===== src/rtl/isp_host_pkg.sv =====
// Constants for the serial programming host controller.
// Assumes a 20 MHz system clock and a target reached over reset/sck/mosi/miso pins.
package isp_host_pkg;
    localparam int unsigned SYS_CLK_HZ = 20000000;
    // Wait times in microseconds, as the target requires
    localparam int unsigned POWERUP_WAIT_US = 20000;
    localparam int unsigned FLASH_PAGE_WAIT_DELAY_US = 4500;
    localparam int unsigned EEPROM_BYTE_WAIT_DELAY_US = 4000;
    localparam int unsigned CHIP_ERASE_WAIT_DELAY_US = 4000;
    localparam int unsigned FUSE_WRITE_WAIT_DELAY_US = 4500;
    // Least times in whole cycles; clock rate truncated to whole MHz, no rounding up
    localparam int unsigned POWERUP_WAIT_CYC = (POWERUP_WAIT_US * (SYS_CLK_HZ / 1000000));
    localparam int unsigned FLASH_WAIT_CYC = (FLASH_PAGE_WAIT_DELAY_US * (SYS_CLK_HZ / 1000000));
    localparam int unsigned EEPROM_WAIT_CYC = (EEPROM_BYTE_WAIT_DELAY_US * (SYS_CLK_HZ / 1000000));
    localparam int unsigned ERASE_WAIT_CYC = (CHIP_ERASE_WAIT_DELAY_US * (SYS_CLK_HZ / 1000000));
    // Reset pulse used to resynchronise; target needs at least two of its cycles
    localparam int unsigned RESYNC_PULSE_CYC = 64;
    // Serial clock half period in system cycles
    localparam int unsigned SCK_HALF_CYC = 4;
    localparam logic [7:0] ENABLE_B1 = 8'hAC;
    localparam logic [7:0] ENABLE_B2 = 8'h53;
    localparam logic [7:0] ERASE_B2 = 8'h80;
    localparam logic [7:0] POLL_B1 = 8'hF0;
    localparam logic [7:0] BLANK_VALUE = 8'hFF;
    localparam int unsigned WAIT_W = 24;
    // Command codes on the user port
    localparam logic [2:0] CMD_ENABLE = 3'h0;
    localparam logic [2:0] CMD_RAW = 3'h1;
    localparam logic [2:0] CMD_ERASE = 3'h2;
    localparam logic [2:0] CMD_READ_FLASH = 3'h3;
    localparam logic [2:0] CMD_POLL = 3'h4;
    localparam logic [2:0] CMD_END = 3'h5;
    // Wait selection after a raw instruction
    localparam logic [1:0] WAIT_NONE = 2'h0;
    localparam logic [1:0] WAIT_FLASH = 2'h1;
    localparam logic [1:0] WAIT_EEPROM = 2'h2;
    localparam logic [1:0] WAIT_ERASE = 2'h3;
endpackage


===== src/rtl/isp_host.sv =====
// Host controller driving a microcontroller's serial programming pins.
// Assumes the user issues one command at a time and waits for done.
`timescale 1ns/100ps
// Operation
// - Target samples mosi on sck rising; host changes mosi while sck low.
// - Target shifts miso on sck falling; host samples miso on sck rising.
// - Power-up holds reset and sck low; resync pulses reset high briefly.
// - Wait at least 20 ms in reset before the enable instruction.
// - All four bytes of every instruction are always sent.
// - Missing echo: pulse reset high, then send a fresh enable.
// - Flash page load carries 6 word-address bits and a data byte.
// - Low data byte is loaded before the high byte per word.
// - Flash page write carries the 8 high page-address bits; the bench target decodes only 4 (w[17:14]).
// - Without polling wait 4.5 ms after a flash page write.
// - EEPROM byte write self-erases; wait 4.0 ms without polling.
// - EEPROM page load uses 2 low bits; commit uses 4 high bits.
// - Raising reset ends programming and starts normal operation.
// - Value 0xFF cannot be polled; use the fixed flash wait.
// - Enable is AC 53 xx xx, accepted only with reset low.
// - Chip erase is AC 100xxxxx xx xx, erasing EEPROM and flash.
// - Read program memory: prefix 0010, high/low bit, word address.
// - Sck low and high phases each exceed 3 target cycles.
// - Poll instruction F0 returns busy in last bit of byte four.
module isp_host
    import isp_host_pkg::*;
#(
    parameter int unsigned POWERUP_CYC = POWERUP_WAIT_CYC,
    parameter int unsigned FLASH_CYC = FLASH_WAIT_CYC,
    parameter int unsigned EEPROM_CYC = EEPROM_WAIT_CYC,
    parameter int unsigned ERASE_CYC = ERASE_WAIT_CYC
) (
    // System
    input wire logic sys_clk,
    input wire logic rst_n,
    // User command port
    input wire logic cmd_valid,
    output logic cmd_ready,
    input wire logic [2:0] cmd_code,
    input wire logic [31:0] cmd_word,
    input wire logic [1:0] cmd_wait,
    output logic done,
    output logic [7:0] rd_data,
    output logic echo_ok,
    output logic busy_flag,
    // Target pins
    output logic tgt_reset,
    output logic tgt_sck,
    output logic tgt_mosi,
    input wire logic tgt_miso
);
    typedef enum logic [6:0] {
        ST_POWERUP = 7'h01,
        ST_IDLE = 7'h02,
        ST_SHIFT = 7'h04,
        ST_WAIT = 7'h08,
        ST_PULSE = 7'h10,
        ST_DONE = 7'h20,
        ST_RUN = 7'h40
    } state_t;

    state_t state_reg, state_next;
    logic [WAIT_W-1:0] cnt_reg, cnt_next;
    logic [2:0] half_reg, half_next;
    logic [5:0] bit_reg, bit_next;
    logic [31:0] tx_reg, tx_next;
    logic [31:0] rx_reg, rx_next;
    logic [2:0] code_reg, code_next;
    logic [1:0] wsel_reg, wsel_next;
    logic sck_reg, sck_next;
    logic rst_pin_reg, rst_pin_next;
    logic [7:0] rd_reg, rd_next;
    logic echo_reg, echo_next;
    logic busy_reg, busy_next;
    logic miso_s1_reg, miso_s2_reg;

    // Miso comes from the target's domain
    always_ff @(posedge sys_clk or negedge rst_n) begin
        if (!rst_n) begin
            miso_s1_reg <= 1'b0;
            miso_s2_reg <= 1'b0;
        end else begin
            miso_s1_reg <= tgt_miso;
            miso_s2_reg <= miso_s1_reg;
        end
    end

    always_comb begin
        state_next = state_reg;
        cnt_next = cnt_reg;
        half_next = half_reg;
        bit_next = bit_reg;
        tx_next = tx_reg;
        rx_next = rx_reg;
        code_next = code_reg;
        wsel_next = wsel_reg;
        sck_next = sck_reg;
        rst_pin_next = rst_pin_reg;
        rd_next = rd_reg;
        echo_next = echo_reg;
        busy_next = busy_reg;
        case (state_reg)
            ST_POWERUP: begin
                sck_next = 1'b0;
                rst_pin_next = 1'b0;
                if (cnt_reg >= WAIT_W'(POWERUP_CYC - 1)) begin
                    state_next = ST_IDLE;
                    cnt_next = '0;
                end else begin
                    cnt_next = cnt_reg + 1'b1;
                end
            end
            ST_IDLE, ST_RUN: begin
                if (cmd_valid) begin
                    code_next = cmd_code;
                    wsel_next = cmd_wait;
                    bit_next = '0;
                    half_next = '0;
                    cnt_next = '0;
                    rx_next = '0;
                    case (cmd_code)
                        CMD_END: begin
                            rst_pin_next = 1'b1;
                            state_next = ST_RUN;
                        end
                        CMD_ENABLE: begin
                            rst_pin_next = 1'b0;
                            tx_next = {ENABLE_B1, ENABLE_B2, 16'h0000};
                            wsel_next = WAIT_NONE;
                            state_next = (state_reg == ST_RUN) ? ST_POWERUP : ST_SHIFT;
                        end
                        CMD_ERASE: begin
                            tx_next = {ENABLE_B1, ERASE_B2, 16'h0000};
                            wsel_next = WAIT_ERASE;
                            state_next = ST_SHIFT;
                        end
                        CMD_READ_FLASH: begin
                            // Word bit0 selects high byte, rest is word address
                            tx_next = {4'h2, cmd_word[0], 3'h0, 6'h00,
                                cmd_word[10:1], 8'h00};
                            wsel_next = WAIT_NONE;
                            state_next = ST_SHIFT;
                        end
                        CMD_POLL: begin
                            tx_next = {POLL_B1, 24'h000000};
                            wsel_next = WAIT_NONE;
                            state_next = ST_SHIFT;
                        end
                        default: begin
                            // Flash/EEPROM load and write words and EEPROM read words are built by the user
                            tx_next = cmd_word;
                            state_next = ST_SHIFT;
                        end
                    endcase
                    if (state_reg == ST_RUN && cmd_code != CMD_ENABLE) begin
                        state_next = ST_RUN;
                    end
                end
            end
            ST_SHIFT: begin
                // Each sck phase lasts SCK_HALF_CYC system cycles
                if (half_reg == 3'(SCK_HALF_CYC - 1)) begin
                    half_next = '0;
                    if (!sck_reg) begin
                        sck_next = 1'b1;
                        rx_next = {rx_reg[30:0], miso_s2_reg};
                    end else begin
                        sck_next = 1'b0;
                        tx_next = {tx_reg[30:0], 1'b0};
                        if (bit_reg == 6'd31) begin
                            state_next = ST_WAIT;
                        end else begin
                            bit_next = bit_reg + 1'b1;
                        end
                    end
                end else begin
                    half_next = half_reg + 1'b1;
                end
            end
            ST_WAIT: begin
                rd_next = rx_reg[7:0];
                busy_next = rx_reg[0];
                if (code_reg == CMD_ENABLE) begin
                    echo_next = (rx_reg[15:8] == ENABLE_B2);
                end
                case (wsel_reg)
                    WAIT_FLASH: begin
                        if (cnt_reg >= WAIT_W'(FLASH_CYC - 1)) state_next = ST_DONE;
                        else cnt_next = cnt_reg + 1'b1;
                    end
                    WAIT_EEPROM: begin
                        if (cnt_reg >= WAIT_W'(EEPROM_CYC - 1)) state_next = ST_DONE;
                        else cnt_next = cnt_reg + 1'b1;
                    end
                    WAIT_ERASE: begin
                        if (cnt_reg >= WAIT_W'(ERASE_CYC - 1)) state_next = ST_DONE;
                        else cnt_next = cnt_reg + 1'b1;
                    end
                    default: begin
                        state_next = ST_DONE;
                    end
                endcase
            end
            ST_PULSE: begin
                rst_pin_next = 1'b1;
                if (cnt_reg >= WAIT_W'(RESYNC_PULSE_CYC - 1)) begin
                    rst_pin_next = 1'b0;
                    cnt_next = '0;
                    state_next = ST_POWERUP;
                end else begin
                    cnt_next = cnt_reg + 1'b1;
                end
            end
            ST_DONE: begin
                state_next = ST_IDLE;
                if (code_reg == CMD_ENABLE && !echo_reg) begin
                    cnt_next = '0;
                    // Reset rises as the pulse state is entered, so the pulse is a full count long
                    rst_pin_next = 1'b1;
                    state_next = ST_PULSE;
                end
            end
            default: begin
                state_next = ST_POWERUP;
            end
        endcase
    end

    always_ff @(posedge sys_clk or negedge rst_n) begin
        if (!rst_n) begin
            state_reg <= ST_POWERUP;
            cnt_reg <= '0;
            half_reg <= '0;
            bit_reg <= '0;
            tx_reg <= '0;
            rx_reg <= '0;
            code_reg <= CMD_ENABLE;
            wsel_reg <= WAIT_NONE;
            sck_reg <= 1'b0;
            rst_pin_reg <= 1'b0;
            rd_reg <= 8'h00;
            echo_reg <= 1'b0;
            busy_reg <= 1'b0;
        end else begin
            state_reg <= state_next;
            cnt_reg <= cnt_next;
            half_reg <= half_next;
            bit_reg <= bit_next;
            tx_reg <= tx_next;
            rx_reg <= rx_next;
            code_reg <= code_next;
            wsel_reg <= wsel_next;
            sck_reg <= sck_next;
            rst_pin_reg <= rst_pin_next;
            rd_reg <= rd_next;
            echo_reg <= echo_next;
            busy_reg <= busy_next;
        end
    end

    assign cmd_ready = (state_reg == ST_IDLE) || (state_reg == ST_RUN);
    assign done = (state_reg == ST_DONE);
    assign rd_data = rd_reg;
    assign echo_ok = echo_reg;
    assign busy_flag = busy_reg;
    assign tgt_reset = rst_pin_reg;
    assign tgt_sck = sck_reg;
    assign tgt_mosi = tx_reg[31];

    a_mosi_stable: assert property (@(posedge sys_clk) disable iff (!rst_n)
        sck_reg |-> $stable(tx_reg[31])) else $error("mosi changed while sck high");
    a_sck_phase_len: assert property (@(posedge sys_clk) disable iff (!rst_n)
        $rose(sck_reg) |-> sck_reg [*4]) else $error("sck high phase too short");
    a_reset_low_shift: assert property (@(posedge sys_clk) disable iff (!rst_n)
        (state_reg == ST_SHIFT) |-> !rst_pin_reg) else $error("reset high during shift");
    a_powerup_sck_low: assert property (@(posedge sys_clk) disable iff (!rst_n)
        (state_reg == ST_POWERUP) |-> !sck_reg && !rst_pin_reg) else $error("powerup pins");
    a_bad_echo_pulse: assert property (@(posedge sys_clk) disable iff (!rst_n)
        (done && code_reg == CMD_ENABLE && !echo_reg) |=> rst_pin_reg) else $error("no resync");
    a_four_bytes: assert property (@(posedge sys_clk) disable iff (!rst_n)
        (state_reg == ST_SHIFT && state_next == ST_WAIT) |-> bit_reg == 6'd31)
        else $error("short instruction");
    a_end_reset_high: assert property (@(posedge sys_clk) disable iff (!rst_n)
        (cmd_ready && cmd_valid && cmd_code == CMD_END) |=> rst_pin_reg)
        else $error("end did not raise reset");
    a_flash_wait: assert property (@(posedge sys_clk) disable iff (!rst_n)
        (state_reg == ST_WAIT && wsel_reg == WAIT_FLASH && cnt_reg == '0) |-> !done [*2])
        else $error("flash wait skipped");
    c_enable: cover property (@(posedge sys_clk) done && code_reg == CMD_ENABLE && echo_reg);
    c_resync: cover property (@(posedge sys_clk) state_reg == ST_PULSE);
    c_erase: cover property (@(posedge sys_clk) done && code_reg == CMD_ERASE);
endmodule


===== config.mk =====
export PLATFORM = sky130hd
export DESIGN_NAME = isp_host
export DESIGN_NICKNAME = d
export VERILOG_FILES = /design/src/rtl/isp_host_pkg.sv /design/src/rtl/isp_host.sv
export SDC_FILE = /design/constraint.sdc
export NUM_CORES = 1
export LEC_CHECK = 0
export BUFFER_PORTS_ARGS = -buffer_cell sky130_fd_sc_hd__buf_2
export CAP_MARGIN = 10
export CELL_PAD_IN_SITES_DETAIL_PLACEMENT = 2
export CELL_PAD_IN_SITES_GLOBAL_PLACEMENT = 2
export CORE_UTILIZATION = 25
export CTS_BUF_LIST = sky130_fd_sc_hd__clkbuf_8
export DETAILED_ROUTE_END_ITERATION = 8
export HOLD_SLACK_MARGIN = 0.06
export PLACE_DENSITY_LB_ADDON = 0.12
export SYNTH_ARGS = -nofsm -noshare
export SYNTH_HDL_FRONTEND = slang
export SYNTH_SLANG_ARGS = --single-unit

===== constraint.sdc =====
create_clock -name sys_clk -period 2.2 [get_ports sys_clk]
set_input_delay 0.11 -clock sys_clk [delete_from_list [all_inputs] [get_ports sys_clk]]
set_output_delay 0.11 -clock sys_clk [all_outputs]
set_load 0.005 [all_outputs]

==> out/summary.txt <==
Outcome = finished with violations
Violated checks = setup timing
Initial Utilization = 25.5%
Post-synthesis simple-gate area fraction = 24.6%
Final nets = 880
Hold Path Stages = 4
Worst setup margin = -0.282 ns
Slew margin rel. = 63.4%
Startpoint Class = flip-flop
WL final = 22.4 mm
Area share of the largest cell type after synthesis = 45.6%
Core box area = 0.0226 mm^2
Clock skew = 0.0294 ns
Die footprint = 0.0237 mm^2
Cell chain of the critical path = or4_4 > nor4b_4 > nor2_2 > buf_6 > a211oi_4 > buf_4 > buf_12 > nand2_8 > mux2_4
Clock Latency Late Sink = 0.41 ns
Max reg flops = 32
Root Driver = clkbuf_8
Routed vias/inst = 5.17
XOR/XNOR Fraction of Synth Area = 0.911%
Reg clk slew, reported paths = 0.14 ns
Reg area = 0.00266 mm^2
Crit Reg-Reg Endpoint = cnt_reg[0]$_DFFE_PN0P_
Fill count = 2489
Final ANT Viol Nets = 0
Yosys reg bits = 106
Final core occ = 36.9%
TritonCTS clock tree = done
Internal reg-to-reg setup slack = -0.28 ns
Final cell count without fillers = 1126
CP required = 2.47 ns
Arrival @ worst endpoint = 2.75 ns
Largest net degree at the start of global routing = 51
Cell at the slowest stage of the critical path = or4_4
Most frequent cells after synthesis = 131 x nand2_1, 105 x dfrtp_1, 64 x o21ai_0
Cells after Synth = 658
Period utilization = 113%
Max VDD drop = 265 uV
Hold path start = cmd_word[29]
Hold Path Class = input port to flip-flop
Post-synth cell types = 72
Routability Congestion = 0.780
WHS Endpoint = tx_reg[29]$_DFFE_PN0P_
First-pass GRT wire length = 33.9 mm
Layout cells sized above 1 = 32.5%
Total GRT Usage = 18.2%
Via count = 5825
RSZ-0062 raised after global routing = true
Max-cap violation count = 0
Detailed-route DRC error count = 0
Leakage power total = 3.80 nW
Fin. max-slew vios = 0
Largest area contributor in the netlist = dfrtp_1
Die height = 154 um
# setup viols final = 39
FMAX = 403 MHz
Crit path buf inv count = 3
Grt ovf = 0
Top cells by area, synth = dfrtp_1 46%, nand2_1 8.5%, o21ai_0 5.6%, a22o_1 3.5%, nor2_1 3.2%
Diodes inserted = 0
Row count = 55
Final min period = 2.48 ns
Detailed Routing Iterations Pass 1 = 4
Synth Area in Compound Gates = 22.8%
Syn. warnings = 0
Final Hold Fails = 0
CTS H-Tree Depth = 3
Initial antenna violation count = 0
Crit-path max FO = 8
Ports = 56
CP max stage delay = 0.58 ns
Placed Cells incl. Taps = 1056
Port Buffers = 55
Starting DRT DRC Count = 197
Clk sinks = 106
CTS buffer count = 9
CP Class = flip-flop to flip-flop
Multiplexer share of the synthesized area = 0.716%
Critical path capture point type = flip-flop
Number of global-route vias before repair = 6215
Adder-cell share of the synthesized area = 0.651%
Die width = 154 um
Syn-to-layout area delta = 44.7%
Number of synthesized flops with an enable pin = 0
Wirelength per Cell = 19.9 um
Worst-Margin Slew = 0.548 ns
Syn_nets = 702
Reg-to-Reg Start = state_reg[1]$_DFFE_PN0P_
Post-Syn Area = 0.00577 mm^2
Most numerous cell in the Yosys netlist = nand2_1
Top Family by Delay on Critical Path = simple AND/OR/NAND/NOR gates
Area of the multi-input gates = 0.00322 mm^2
Max Root-Sink Buffers = 2
PwrDens = 503 mW/mm^2
Register area share after synthesis = 46.0%
Async SR Flop Fraction = 100%
Post-DP HPWL = 14.9 mm
Synth Flop Type = dfrtp_1
Syn_area_per_cell = 8.77 um^2
Worst r2r path cells = 9
Largest family of logic cells by synthesized area = simple AND/OR/NAND/NOR gates
[how the worst max path moves through the flow]
stage                                         from  slack, ns                 endpoint  cells after the start
after floorplan           state_reg[1]$_DFFE_PN0P_      -0.23  cnt_reg[12]$_DFFE_PN0P_                      8
after global placement    state_reg[1]$_DFFE_PN0P_      -0.38   cnt_reg[0]$_DFFE_PN0P_                      6
after detailed placement    cnt_reg[0]$_DFFE_PN0P_      -0.47   cnt_reg[0]$_DFFE_PN0P_                      9
after CTS                 state_reg[1]$_DFFE_PN0P_      -0.28  cnt_reg[16]$_DFFE_PN0P_                      9
after global routing      state_reg[1]$_DFFE_PN0P_      -0.38   cnt_reg[9]$_DFFE_PN0P_                      9
final                     state_reg[1]$_DFFE_PN0P_      -0.28   cnt_reg[0]$_DFFE_PN0P_                      9
[tightest hold or removal path, stage by stage]
cell      delay (ns)
buf_2           0.07
nand3b_1        0.08
o21ai_0         0.07
o21ai_1         0.12
[layout make-up]
type | instances | share of cell area (%)
multi-input combinational | 495 | 38.6
sequential | 106 | 31.8
timing repair buffer | 211 | 22.1
tap | 285 | 4.27
clock buffer | 9 | 1.48
clock inverter | 7 | 1.11
inverter | 13 | 0.585
[kinds of logic (layout without fill, tap and decap cells)]
family / after synthesis / count (layout)
AOI/OAI and AO/OA: 192 / 192
xor gates and xnor gates: 6 / 6
adders and majority gates: 3 / 3
buffers and inverters: 57 / 240
DFF: 106 / 106
muxes: 4 / 4
and+or+nand+nor: 290 / 290
[layout by cell type, fill, tap and decap left out, types with 4 or more instances in the layout]
master           n
nor2b_1         11
buf_6           11
and2_1          12
buf_2           53
nor2_2           4
a21oi_1         20
buf_4          108
nand3_1         18
o21ai_1         17
nor2_1          38
dlygate4sd3_1   18
o211ai_1        14
a221o_1          7
and3_1           9
a22o_1          23
nand2b_1         7
nand2_2          5
clkbuf_8         9
a31oi_1         16
nor4_1           5
nand2_1        124
o21ai_0         45
nor3_1           6
dfrtp_1        104
clkbuf_16        6
buf_12          10
inv_1           12
nand4_1          5
nor2_4           8
[per-stage QoR]
| step | setup TNS [ns] | total power, mW | hold WS, ns | setup WS, ns | cell area [um^2] |
|---|---|---|---|---|---|
| 2_1_floorplan | -3.33 | 2.44 | -0.186 | -0.234 | 5790 |
| 3_3_place_gp | -7.03 | 2.75 | 0.111 | -0.383 | 7100 |
| 3_5_place_dp | -9.89 | 2.78 | 0.119 | -0.466 | 7100 |
| 4_1_cts | -4.64 | 4.22 | 0.0867 | -0.279 | 7750 |
| 5_1_grt | -9.51 | 4.40 | 0.116 | -0.376 | 8340 |
| 6_report | -5.69 | 4.20 | 0.0835 | -0.282 | 8340 |
[repair_timing]
action | CTS | global route
hold buffers | 18 | 0
setup buffers | 9 | 20
setup endpoints to repair | 61 | 75
resized for setup | 23 | 86
pin swaps | 4 | 19
cloned | 3 | 7
hold endpoints to repair | 51 | 0
[where the power goes]
part	switching, mW	total [mW]	internal, mW
clock network	0.835	1.39	0.558
logic	0.340	0.666	0.326
registers	0.100	2.14	2.04
[per-layer routing]
layer,GRT usage (%),part of all wire [%],vias to the layer above
li1,-,-,2736
met1,23.6,46,2989
met2,32.3,51,85
met3,2.40,2.2,15
met4,3.48,1.2,0
met5,0,0,-
No activity file was read; power rests on OpenSTA's default activity.
